==> src/common/t1dl_defs.svh <==
`ifndef T1DL_DEFS_SVH
`define T1DL_DEFS_SVH

// Register indices, byte address is four times the index
`define IDX_TX_DL_SELECT    12'h10a
`define IDX_FRAMING_CTRL    12'h10b
`define IDX_INT_STATUS      12'h110
`define IDX_INT_MASK        12'h111
`define IDX_FRAMER_STATUS   12'h112

// Field positions
`define TX_DL_SRC_MSB       1
`define TX_DL_SRC_LSB       0
`define FC_REFRAME_BIT      7
`define FC_CRC_EN_BIT       6
`define FC_TOL_MSB          5
`define FC_TOL_LSB          3
`define FC_RNG_MSB          2
`define FC_RNG_LSB          0
`define INT_LOF_BIT         0
`define INT_SYNC_BIT        1

// Reset values
`define TX_DL_SRC_RST       2'h0
`define FC_REFRAME_RST      1'h0
`define FC_CRC_EN_RST       1'h1
`define FC_TOL_RST          3'h0
`define FC_RNG_RST          3'h3
`define INT_STATUS_RST      2'h0
`define INT_MASK_RST        2'h0

// Longest loss-of-frame window in framing bits
`define LOF_WIN_DEPTH       7
`endif

==> src/common/t1dl_pkg.sv <==
package t1dl_pkg;
  typedef enum logic [1:0] {
    FR_SEARCH   = 2'b00,
    FR_CRC_WAIT = 2'b01,
    FR_IN_FRAME = 2'b11
  } framer_state_t;

  typedef enum logic [1:0] {
    DL_SRC_LAPD1    = 2'b00,
    DL_SRC_SERIAL   = 2'b01,
    DL_SRC_OVERHEAD = 2'b10,
    DL_SRC_ONES     = 2'b11
  } dl_src_t;
endpackage

==> src/hw/t1_datalink_src_and_framing_ctrl.sv <==
`timescale 1ns/1ns
`include "t1dl_defs.svh"
module t1_datalink_src_and_framing_ctrl
  import t1dl_pkg::*;
(
  input  wire logic        clock,
  input  wire logic        rst_n,
  input  wire logic [13:0] address,
  input  wire logic        read,
  input  wire logic        write,
  input  wire logic [31:0] writedata,
  input  wire logic [3:0]  byteenable,
  output logic [31:0]      readdata,
  output logic             waitrequest,
  input  wire logic        tx_dl_slot,
  input  wire logic        lapd1_dl_bit,
  output logic             lapd1_dl_req,
  input  wire logic        tx_serial_in,
  input  wire logic        tx_overhead_in,
  output logic             tx_dl_bit,
  output logic             tx_dl_bit_valid,
  input  wire logic        rx_fbit_valid,
  input  wire logic        rx_fbit_error,
  input  wire logic        rx_align_found,
  input  wire logic        rx_crc_ok,
  input  wire logic        rx_crc_error,
  output logic             in_frame,
  output logic             lof_defect,
  output logic             irq
);

  logic          ack_r;
  logic          req;
  logic [11:0]   idx;
  logic          wr_lo;
  logic          rd_done;
  logic [31:0]   readdata_r;

  dl_src_t       tx_dl_src_r;
  logic          reframe_r;
  logic          crc_en_r;
  logic [2:0]    tol_r;
  logic [2:0]    rng_r;
  logic [1:0]    int_status_r;
  logic [1:0]    int_mask_r;

  logic          ser_s1_r;
  logic          ser_s2_r;
  logic          oh_s1_r;
  logic          oh_s2_r;
  logic          tx_dl_bit_r;
  logic          tx_dl_valid_r;

  framer_state_t state_r;
  framer_state_t state_nxt;
  logic          in_frame_r;
  logic          lof_defect_r;
  logic          lof_hit;
  logic          reframe_rise;
  logic          sync_event;
  logic          lof_declare;
  logic [1:0]    events;

  // Avalon-MM slave, one wait cycle on every access
  assign req         = read | write;
  assign waitrequest = req & ~ack_r;
  assign idx         = address[13:2];
  assign wr_lo       = write & ack_r & byteenable[0];
  assign rd_done     = read & ack_r;
  assign readdata    = readdata_r;

  always_ff @(posedge clock) begin
    if (!rst_n) begin
      ack_r <= 1'b0;
    end else begin
      ack_r <= req & ~ack_r;
    end
  end

  always_ff @(posedge clock) begin
    if (!rst_n) begin
      readdata_r <= 32'h0;
    end else if (read && !ack_r) begin
      case (idx)
        `IDX_TX_DL_SELECT:  readdata_r <= {30'h0, tx_dl_src_r};
        `IDX_FRAMING_CTRL:  readdata_r <= {24'h0, reframe_r, crc_en_r, tol_r, rng_r};
        `IDX_INT_STATUS:    readdata_r <= {30'h0, int_status_r};
        `IDX_INT_MASK:      readdata_r <= {30'h0, int_mask_r};
        `IDX_FRAMER_STATUS: readdata_r <= {28'h0, lof_defect_r, in_frame_r, state_r};
        default:            readdata_r <= 32'h0;
      endcase
    end
  end

  always_ff @(posedge clock) begin
    if (!rst_n) begin
      tx_dl_src_r <= dl_src_t'(`TX_DL_SRC_RST);
    end else if (wr_lo && idx == `IDX_TX_DL_SELECT) begin
      tx_dl_src_r <= dl_src_t'(writedata[`TX_DL_SRC_MSB:`TX_DL_SRC_LSB]);
    end
  end

  always_ff @(posedge clock) begin
    if (!rst_n) begin
      crc_en_r <= `FC_CRC_EN_RST;
      tol_r    <= `FC_TOL_RST;
      rng_r    <= `FC_RNG_RST;
    end else if (wr_lo && idx == `IDX_FRAMING_CTRL) begin
      crc_en_r <= writedata[`FC_CRC_EN_BIT];
      tol_r    <= writedata[`FC_TOL_MSB:`FC_TOL_LSB];
      rng_r    <= writedata[`FC_RNG_MSB:`FC_RNG_LSB];
    end
  end

  assign reframe_rise = wr_lo && (idx == `IDX_FRAMING_CTRL) &&
                        writedata[`FC_REFRAME_BIT] && !reframe_r;

  always_ff @(posedge clock) begin
    if (!rst_n) begin
      reframe_r <= `FC_REFRAME_RST;
    end else if (wr_lo && idx == `IDX_FRAMING_CTRL) begin
      reframe_r <= writedata[`FC_REFRAME_BIT];
    end else if (sync_event) begin
      reframe_r <= 1'b0;
    end
  end

  always_ff @(posedge clock) begin
    if (!rst_n) begin
      int_mask_r <= `INT_MASK_RST;
    end else if (wr_lo && idx == `IDX_INT_MASK) begin
      int_mask_r <= writedata[1:0];
    end
  end

  // Sticky events, read clears only what was reported, new events win
  assign events = {sync_event, lof_declare};

  always_ff @(posedge clock) begin
    if (!rst_n) begin
      int_status_r <= `INT_STATUS_RST;
    end else if (rd_done && idx == `IDX_INT_STATUS) begin
      int_status_r <= (int_status_r & ~readdata_r[1:0]) | events;
    end else begin
      int_status_r <= int_status_r | events;
    end
  end

  assign irq = |(int_status_r & int_mask_r);

  // Pin synchronisers
  always_ff @(posedge clock) begin
    if (!rst_n) begin
      ser_s1_r <= 1'b0;
      ser_s2_r <= 1'b0;
      oh_s1_r  <= 1'b0;
      oh_s2_r  <= 1'b0;
    end else begin
      ser_s1_r <= tx_serial_in;
      ser_s2_r <= ser_s1_r;
      oh_s1_r  <= tx_overhead_in;
      oh_s2_r  <= oh_s1_r;
    end
  end

  assign lapd1_dl_req = tx_dl_slot && (tx_dl_src_r == DL_SRC_LAPD1);

  always_ff @(posedge clock) begin
    if (!rst_n) begin
      tx_dl_bit_r   <= 1'b1;
      tx_dl_valid_r <= 1'b0;
    end else begin
      tx_dl_valid_r <= tx_dl_slot;
      if (tx_dl_slot) begin
        case (tx_dl_src_r)
          DL_SRC_LAPD1:    tx_dl_bit_r <= lapd1_dl_bit;
          DL_SRC_SERIAL:   tx_dl_bit_r <= ser_s2_r;
          DL_SRC_OVERHEAD: tx_dl_bit_r <= oh_s2_r;
          DL_SRC_ONES:     tx_dl_bit_r <= 1'b1;
          default:         tx_dl_bit_r <= 1'b1;
        endcase
      end
    end
  end

  assign tx_dl_bit       = tx_dl_bit_r;
  assign tx_dl_bit_valid = tx_dl_valid_r;

  lof_window #(
    .DEPTH(`LOF_WIN_DEPTH)
  ) u_lof_window (
    .clock           (clock),
    .rst_n           (rst_n),
    .clear           (state_r != FR_IN_FRAME),
    .fbit_valid      (rx_fbit_valid),
    .fbit_error      (rx_fbit_error),
    .error_threshold (tol_r),
    .window_size     (rng_r),
    .lof_hit         (lof_hit)
  );

  // Receive framer alignment state
  always_comb begin
    state_nxt = state_r;
    if (reframe_rise) begin
      state_nxt = FR_SEARCH;
    end else begin
      case (state_r)
        FR_SEARCH: begin
          if (rx_align_found) begin
            state_nxt = crc_en_r ? FR_CRC_WAIT : FR_IN_FRAME;
          end
        end
        FR_CRC_WAIT: begin
          if (rx_crc_error) begin
            state_nxt = FR_SEARCH;
          end else if (rx_crc_ok) begin
            state_nxt = FR_IN_FRAME;
          end
        end
        FR_IN_FRAME: begin
          if (lof_hit) begin
            state_nxt = FR_SEARCH;
          end
        end
        default: state_nxt = FR_SEARCH;
      endcase
    end
  end

  assign sync_event  = (state_r != FR_IN_FRAME) && (state_nxt == FR_IN_FRAME);
  assign lof_declare = (state_r == FR_IN_FRAME) && lof_hit && !reframe_rise;

  always_ff @(posedge clock) begin
    if (!rst_n) begin
      state_r    <= FR_SEARCH;
      in_frame_r <= 1'b0;
    end else begin
      state_r    <= state_nxt;
      in_frame_r <= (state_nxt == FR_IN_FRAME);
    end
  end

  always_ff @(posedge clock) begin
    if (!rst_n) begin
      lof_defect_r <= 1'b0;
    end else if (lof_declare) begin
      lof_defect_r <= 1'b1;
    end else if (sync_event) begin
      lof_defect_r <= 1'b0;
    end
  end

  assign in_frame   = in_frame_r;
  assign lof_defect = lof_defect_r;

  property p_src_lapd;
    @(posedge clock) disable iff (!rst_n)
    tx_dl_slot && tx_dl_src_r == DL_SRC_LAPD1 |=> tx_dl_bit == $past(lapd1_dl_bit);
  endproperty
  a_src_lapd: assert property (p_src_lapd) else $error("LAPD source bit wrong");

  property p_lapd_only;
    @(posedge clock) disable iff (!rst_n)
    lapd1_dl_req |-> tx_dl_slot && tx_dl_src_r == DL_SRC_LAPD1;
  endproperty
  a_lapd_only: assert property (p_lapd_only) else $error("LAPD asked off source");

  property p_src_ser;
    @(posedge clock) disable iff (!rst_n)
    tx_dl_slot && tx_dl_src_r == DL_SRC_SERIAL |=> tx_dl_bit == $past(tx_serial_in, 3);
  endproperty
  a_src_ser: assert property (p_src_ser) else $error("Serial source bit wrong");

  property p_src_oh;
    @(posedge clock) disable iff (!rst_n)
    tx_dl_slot && tx_dl_src_r == DL_SRC_OVERHEAD |=> tx_dl_bit == $past(tx_overhead_in, 3);
  endproperty
  a_src_oh: assert property (p_src_oh) else $error("Overhead source bit wrong");

  property p_src_ones;
    @(posedge clock) disable iff (!rst_n)
    tx_dl_slot && tx_dl_src_r == DL_SRC_ONES |=> tx_dl_bit && tx_dl_bit_valid;
  endproperty
  a_src_ones: assert property (p_src_ones) else $error("Forced ones missing");

  property p_rst_vals;
    @(posedge clock)
    !rst_n |=> tx_dl_src_r == DL_SRC_LAPD1 && crc_en_r && tol_r == 3'h0 && rng_r == 3'h3;
  endproperty
  a_rst_vals: assert property (p_rst_vals) else $error("Reset values wrong");

  property p_reframe;
    @(posedge clock) disable iff (!rst_n)
    reframe_rise |=> state_r == FR_SEARCH && !in_frame ##1 !in_frame;
  endproperty
  a_reframe: assert property (p_reframe) else $error("Reframe did not restart");

  property p_autoclr;
    @(posedge clock) disable iff (!rst_n)
    sync_event && !(wr_lo && idx == `IDX_FRAMING_CTRL) |=> !reframe_r && in_frame;
  endproperty
  a_autoclr: assert property (p_autoclr) else $error("Reframe not cleared");

  property p_crc_wait;
    @(posedge clock) disable iff (!rst_n)
    state_r == FR_SEARCH && rx_align_found && crc_en_r && !reframe_rise
    |=> state_r == FR_CRC_WAIT && !in_frame;
  endproperty
  a_crc_wait: assert property (p_crc_wait) else $error("CRC step skipped");

  property p_no_crc;
    @(posedge clock) disable iff (!rst_n)
    state_r == FR_SEARCH && rx_align_found && !crc_en_r && !reframe_rise |=> in_frame;
  endproperty
  a_no_crc: assert property (p_no_crc) else $error("Alignment alone ignored");

  property p_lof;
    @(posedge clock) disable iff (!rst_n)
    lof_declare |=> lof_defect && !in_frame && state_r == FR_SEARCH;
  endproperty
  a_lof: assert property (p_lof) else $error("Loss of frame not declared");

  property p_tol_block;
    @(posedge clock) disable iff (!rst_n)
    tol_r == 3'h0 && !lof_defect |=> !lof_defect;
  endproperty
  a_tol_block: assert property (p_tol_block) else $error("Zero threshold not blocked");

  property p_rng_block;
    @(posedge clock) disable iff (!rst_n)
    rng_r == 3'h0 && !lof_defect |=> !lof_defect;
  endproperty
  a_rng_block: assert property (p_rng_block) else $error("Zero window not blocked");

  property p_window;
    @(posedge clock) disable iff (!rst_n)
    state_r == FR_IN_FRAME && tol_r == 3'h1 && rng_r != 3'h0 && rx_fbit_valid && rx_fbit_error
    |=> lof_hit;
  endproperty
  a_window: assert property (p_window) else $error("Window missed error");

  property p_bus_wait;
    @(posedge clock) disable iff (!rst_n)
    $rose(req) |-> waitrequest ##1 !waitrequest;
  endproperty
  a_bus_wait: assert property (p_bus_wait) else $error("Bus wait timing wrong");

endmodule

==> src/hw/lof_window.sv <==
`timescale 1ns/1ns
module lof_window #(
  parameter int DEPTH = 7
) (
  input  wire logic       clock,
  input  wire logic       rst_n,
  input  wire logic       clear,
  input  wire logic       fbit_valid,
  input  wire logic       fbit_error,
  input  wire logic [2:0] error_threshold,
  input  wire logic [2:0] window_size,
  output logic            lof_hit
);
  logic [DEPTH-1:0] hist_r;
  logic [3:0]       err_cnt;

  always_ff @(posedge clock) begin
    if (!rst_n || clear) begin
      hist_r <= '0;
    end else if (fbit_valid) begin
      hist_r <= {hist_r[DEPTH-2:0], fbit_error};
    end
  end

  always_comb begin
    err_cnt = 4'h0;
    for (int i = 0; i < DEPTH; i++) begin
      if ((i < int'(window_size)) && hist_r[i]) begin
        err_cnt = err_cnt + 4'h1;
      end
    end
  end

  assign lof_hit = (error_threshold != 3'h0) && (window_size != 3'h0) &&
                   (err_cnt >= {1'b0, error_threshold});
endmodule

==> config.mk <==
export PLATFORM = sky130hd
export DESIGN_NAME = t1_datalink_src_and_framing_ctrl
export DESIGN_NICKNAME = d
export VERILOG_FILES = /design/src/common/t1dl_pkg.sv /design/src/hw/t1_datalink_src_and_framing_ctrl.sv /design/src/hw/lof_window.sv
export VERILOG_INCLUDE_DIRS = /design/src /design/src/common
export SDC_FILE = /design/constraint.sdc
export NUM_CORES = 1
export LEC_CHECK = 0
export BUFFER_PORTS_ARGS = -buffer_cell sky130_fd_sc_hd__buf_2
export CAP_MARGIN = 25
export CORE_MARGIN = 2
export CORE_UTILIZATION = 45
export CTS_BUF_LIST = sky130_fd_sc_hd__clkbuf_4 sky130_fd_sc_hd__clkbuf_8
export CTS_CLUSTER_SIZE = 28
export DETAILED_ROUTE_END_ITERATION = 6
export GPL_ROUTABILITY_DRIVEN = 0
export HOLD_SLACK_MARGIN = 0.05
export PLACE_DENSITY_LB_ADDON = 0.2
export SYNTH_ARGS = -nofsm -noshare
export SYNTH_HDL_FRONTEND = slang
export SYNTH_SLANG_ARGS = --single-unit
==> constraint.sdc <==
create_clock -name clock -period 8.97 [get_ports clock]
set_input_delay 1.3455 -clock clock [delete_from_list [all_inputs] [get_ports clock]]
set_output_delay 1.3455 -clock clock [all_outputs]
set_load 0.01 [all_outputs]
[After elaboration in Yosys (flattened, before gate mapping)]
Cells that the tools add are included.
Word-level totals
  output and inout bits: 39
  word-level logic and storage cells: 108
  register bits after elaboration: 64
  bits of input ports: 63
Operators by class
  multiplexer cells: 20
  magnitude comparators: 8
  reduce and logical (&&, ||, !) cells: 32
  bitwise logic cells: 11
  add/subtract/negate cells: 6
  equal/unequal tests: 12
Operator list (number)
  $eq 12x9->1 const B: 5
  $pmux 8 s5: 1
  $mux 4: 6
  $add 4x1->4 const B: 5
  $logic_and 1x1->1: 20
  $mux 2: 7
  $lt 3x3->1 const A: 3
  $eq 2x2->1 const B: 4
  $lt 1x3->1 const A: 2
  $lt 2x3->1 const A: 2
  $pmux 2 s3: 1
  $reduce_bool 3->1: 2
  $and 1x1->1: 4
  $and 2x2->2: 2
  $eq 2x1->1 const B: 2
  $ge 4x3->1: 1
  $logic_not 1->1: 4
  $logic_not 2->1: 2
  $mux 1: 4
  $or 2x2->2: 2
  $pmux 1 s4: 1
  $reduce_bool 2->1: 2
  $add 1x1->2 const B: 1
  $ne 2x2->1 const B: 1
  5 further kinds: 5

[Logic depth before layout (Yosys ltp)]
  depth in word-level cells: 24
  mapped depth: 24
  depth with buffers taken out: 23

[By module]
Synthesis repeated with hierarchy kept, for this count alone.
Second synthesis, totals
  cells, all modules: 330
  area, all modules: 2761.4 µm²
By module, submodules not included
  t1_datalink_src_and_framing_ctrl: area each 1686.6 µm², times used 1, sequential area each 660.6 µm², cells an instance 197
  lof_window: area each 1074.8 µm², times used 1, sequential area each 140.1 µm², cells an instance 133

[Least setup slack after synthesis]
Ideal clock, no wire load.
  path type: flip-flop to flip-flop
  start point: register rng_r[2]
  end point: register lof_defect_r, in the netlist lof_defect
  data arrival time: 4.410 ns
  cell stages (with the launch flop): 22
  library setup time: 0.127 ns
  period minus slack after synthesis: 4.537 ns
  required time: 8.843 ns
  setup slack: 4.433 ns
  cells stage by stage: dfxtp_1 -> buf_4 -> or3_1 -> and2_1 -> ha_1 -> buf_2 -> xnor2_1 -> ha_1 -> nand2_1 -> o31ai_4 -> xnor2_1 -> a21oi_1 -> ha_1 -> nand2_1 -> o21ai_0 -> ha_1 -> mux2_2 -> ha_1 -> a21o_1 -> a21oi_1 -> nor3_1 -> or3b_1
Between the ends
  cells in the longest elaborated chain, start to end: 23
Ends and longest elaborated chain
  start: declaration: line t1_datalink_src_and_framing_ctrl.sv:43  | logic [2:0] rng_r;
  start signal: assignment: line t1_datalink_src_and_framing_ctrl.sv:107  | rng_r <= `FC_RNG_RST;
  start signal: assignment: line t1_datalink_src_and_framing_ctrl.sv:111  | rng_r <= writedata[`FC_RNG_MSB:`FC_RNG_LSB];
  $lt 1x3->1: line lof_window.sv:28  | if ((i < int'(window_size)) && hist_r[i]) begin
  $logic_and 1x1->1: line lof_window.sv:28
  $mux 1: line lof_window.sv:28
  $add 1x1->2: line lof_window.sv:29  | err_cnt = err_cnt + 4'h1;
  $mux 4: line lof_window.sv:28
  $add 4x1->4: line lof_window.sv:29
  $mux 4: line lof_window.sv:28
  $add 4x1->4: line lof_window.sv:29
  [7 not listed]
  $ge 4x3->1: line lof_window.sv:35  | (err_cnt >= {1'b0, error_threshold});
  $logic_and 1x1->1 (*): line lof_window.sv:34  | assign lof_hit = (error_threshold != 3'h0) && (window_size != 3'h0) &&
  $mux 2: line t1_datalink_src_and_framing_ctrl.sv:222  | if (lof_hit) begin
  $pmux 2 s3: line t1_datalink_src_and_framing_ctrl.sv:208  | case (state_r)
  $mux 2: line t1_datalink_src_and_framing_ctrl.sv:205  | if (reframe_rise) begin
  $eq 2x2->1: line t1_datalink_src_and_framing_ctrl.sv:231  | assign sync_event = (state_r != FR_IN_FRAME) && (state_nxt == FR_IN_FRAME);
  $logic_and 1x1->1: line t1_datalink_src_and_framing_ctrl.sv:231
  $reduce_bool 2->1 (no line)
  end signal: assignment: line t1_datalink_src_and_framing_ctrl.sv:246  | lof_defect_r <= 1'b0;
  end signal: assignment: line t1_datalink_src_and_framing_ctrl.sv:248  | lof_defect_r <= 1'b1;
  end signal: assignment: line t1_datalink_src_and_framing_ctrl.sv:250  | lof_defect_r <= 1'b0;
  end: declaration: line t1_datalink_src_and_framing_ctrl.sv:57  | logic lof_defect_r;
Every way passes the cells marked *; elsewhere a longest branch is shown, timed or not.
A chain may end at the register's enable or synchronous reset.

[Worst setup path in the final report]
Ends and elaborated chain as after synthesis.

==> flow_summary.yaml <==
setup_path:
  crit_required_ns: 9.14
  r2r_cells: 19
  cp-startpoint: "rng_r[2]"
  critPathCaptureType: "flop"
  r2r-end: "lof_defect"
  crit_end: "lof_defect"
  path_class: "flop to flop"
  r2r_slack_ns: 3.99
  critPathArrivalTime_ns: 5.15
  startpoint_type: "flop"
  cp_max_fo: 14
  r2r_start: "rng_r[2]"
finish:
  syn_to_final_growth_pct: 9.15
  multi_input_area_um2: 1690
  drive_gt1_share_pct: 21.2
  regArea_um2: 801
  layout.nets: 428
  antenna_cells: 0
  final_area_um2: 2940
  num-fill-cells: 594
routing:
  vias_per_cell: 5.09
  wl_met3_um: 205
  dr_wl_met2_um: 2650
  firstDrtPassIters: 4
  drc: 0
  drt_iter0_markers: 82
  vias: 2185
  wl_per_cell_um: 12.4
  finalWirelength_um: 5330
  drt-met1-wl_um: 2410
  drtAntennaViolNets: 0
  routed.top_layer: "met4"
placed_design:
  dpl_cell_area_um2: 2860
  portBuffers: 48
  post-dp-hpwl_um: 4280
yosys:
  synth.top_cells.by_count: "dfxtp_1 (40), nor2_1 (32), nand2_1 (31)"
  yosysMostFrequentCell: "dfxtp_1"
  synthCells: 314
  synth_ff_type: "dfxtp_1"
  yosysTopAreaCell: "dfxtp_1"
  synthDistinctLibCells: 54
  avgSynthCellArea_um2: 8.58
  async_flop_share_pct: 0
  seq_area_frac_synth_pct: 29.7
  synth_seq_cells: 40
  netlist.area_leader.share_pct: 29.7
  synth-edff-count: 0
  yosys_warnings: 0
  synth_area_leaders: "dfxtp_1 (30%), mux2i_1 (7.8%), buf_4 (7.5%)"
  synth_area_um2: 2690
power:
  clkPwrFrac_pct: 34.5
  leakagePower_nw: 1.35
  irDropWorstVdd_uv: 94.6
  power_frac_seq_pct: 56.0
  combinationalPowerShare_pct: 9.5
  p_per_area_nw_per_um2: 111
  p_int_mw: 0.249
  finalPower_mw: 0.327
  swShare_pct: 23.9
  p_sw_mw: 0.0783
global_route:
  grt_use_total_pct: 17.1
  grt_pass1_wl_um: 8820
  grt_pass1_vias: 1979
  grt_max_degree: 20
  grt-ovfl-total: 0
  antenna_found_initial: 0
floorplan:
  die_w_um: 81.4
  dieArea_um2: 6620
  ioPinCount: 102
  die_h_um: 81.4
  fp-row-count: 28
  coreArea_um2: 5850
  start_util_pct: 46.0
worst_hold_path:
  hp-start: "ser_s1_r"
  hold_path_class: "flop to flop"
clocking:
  cts_resized: 0
  ctsHoldBuffers: 0
  cts_inserted_buffers: 5
  cts_tree: "yes"
  cts_root_buf: "clkbuf_8"
  cts_setup_buffers: 0
  clk_latency_ns: 0.29
  cts.sinks: 40
  cts.clk_slew.worst_paths_ns: 0.08
  ctsLongestPathBuffers: 2
  h-tree-depth: 2
outcome:
  status: "finished, final reports clean"
timing:
  final-setup-viol-count: 0
  fmax_mhz: 201
  finClkSkew_ns: 0.00797
  maxSlewHeadroom_pct: 38.4
  period_needed_ns: 4.98
  layout_worst_path_cycle_share_pct: 55.6
  hold_viol: 0
  rsz0062_at_grt: "false"
  slew_viol_final: 0
  setup_tns_ns: 0
  tightest_slew_ns: 0.917
run:
  cap_violations: 0
state kept, by name, indices dropped and copies added (netlist names):
register,count
ack_r,1
crc_en_r,1
in_frame,1
int_mask_r,2
int_status_r,2
lof_defect,1
oh_s1_r,1
oh_s2_r,1
readdata,8
reframe_r,1
rng_r,3
ser_s1_r,1
ser_s2_r,1
state_r,2
tol_r,3
tx_dl_bit,1
tx_dl_bit_valid,1
tx_dl_src_r,2
u_lof_window.hist_r,7
layer usage:
| metal | GRT usage (%) | vias up |
|---|---|---|
| met4 | 6.61 | 0 |
| met1 | 20.9 | 1002 |
| met2 | 30.7 | 56 |
| met3 | 1.78 | 4 |
| li1 | - | 1123 |
| met5 | 0 | - |
worst max-delay path: stages (launching register included):
cell,delay (ns)
dfxtp_1,0.48
or3_1,0.49
and2_1,0.21
ha_1,0.41
xnor2_1,0.17
ha_1,0.29
nand2_1,0.11
o31ai_4,0.10
xnor2_1,0.13
a21oi_1,0.14
ha_1,0.24
nand2_1,0.11
o21ai_0,0.15
ha_1,0.32
mux2_2,0.26
ha_1,0.28
a21o_1,0.16
a21oi_1,0.30
nor3_1,0.11
or3b_1,0.40
power groups by stage:
stage | Sequential [mW] | Combinational (mW) | Clock, mW
floorplan | 0.187 | 0.0261 | 0
global placement | 0.187 | 0.0308 | 0
detailed placement | 0.187 | 0.0312 | 0
CTS | 0.183 | 0.0312 | 0.118
global route | 0.183 | 0.0353 | 0.122
finish | 0.183 | 0.0310 | 0.113
worst min-delay path by stage:
stage / end / slack (ns) / depth (start not counted)
floorplan: oh_s2_r / 0.41 / 1
global placement: oh_s2_r / 0.41 / 1
detailed placement: ser_s2_r / 0.42 / 1
CTS: ser_s2_r / 0.43 / 1
global route: oh_s2_r / 0.45 / 1
finish: ser_s2_r / 0.43 / 1
cells by family (layout without fill, tap and decap cells):
logic type	Yosys count	in the layout	synth area share, %
buffers and inverters	48	65	10.9
xor gates and xnor gates	13	13	5.57
AOI/OAI and AO/OA	50	50	13.4
and+or+nand+nor	124	124	24.9
DFF	40	40	29.7
muxes	27	27	10.3
adders and majority gates	11	11	5.11
other	1	24	0.139
stage by stage:
step	util (%)	hold slack [ns]	setup WS, ns	instances
finish	50.3	0.433	3.99	429
global route	50.3	0.446	3.67	429
CTS	50.3	0.435	3.92	429
detailed placement	48.9	0.417	3.94	422
global placement	48.9	0.415	4.01	422
floorplan	-	0.412	4.43	337
cell type report:
cell class	instances	area share [%]
Sequential cell	40	27.2
Multi-Input combinational cell	249	57.4
Tap cell	75	3.19
Clock buffer	6	2.60
Timing Repair Buffer	48	8.17
Clock inverter	1	0.170
Inverter	10	1.28
placed cells by master (no fill, tap or decap), drive strengths merged, types with 2 or more instances in the layout:
cell type | synthesis | layout
or3b | 2 | 2
clkbuf | 7 | 6
nand2b | 4 | 4
nand3b | 6 | 6
o31ai | 2 | 2
and2 | 8 | 8
nand4 | 5 | 5
nor4 | 4 | 4
clkinv | 1 | 2
inv | 9 | 9
nor3 | 4 | 4
o21ai | 7 | 7
nor3b | 3 | 3
a221oi | 3 | 3
and3 | 6 | 6
nor2b | 4 | 4
a21o | 5 | 5
nor2 | 32 | 32
mux2i | 21 | 21
buf | 31 | 48
a22oi | 2 | 2
ha | 11 | 11
mux2 | 6 | 6
a21oi | 22 | 22
conb | 1 | 24
dfxtp | 40 | 40
nand2 | 31 | 31
nand3 | 10 | 10
xnor2 | 11 | 11
(Power assumes the default switching activity.)
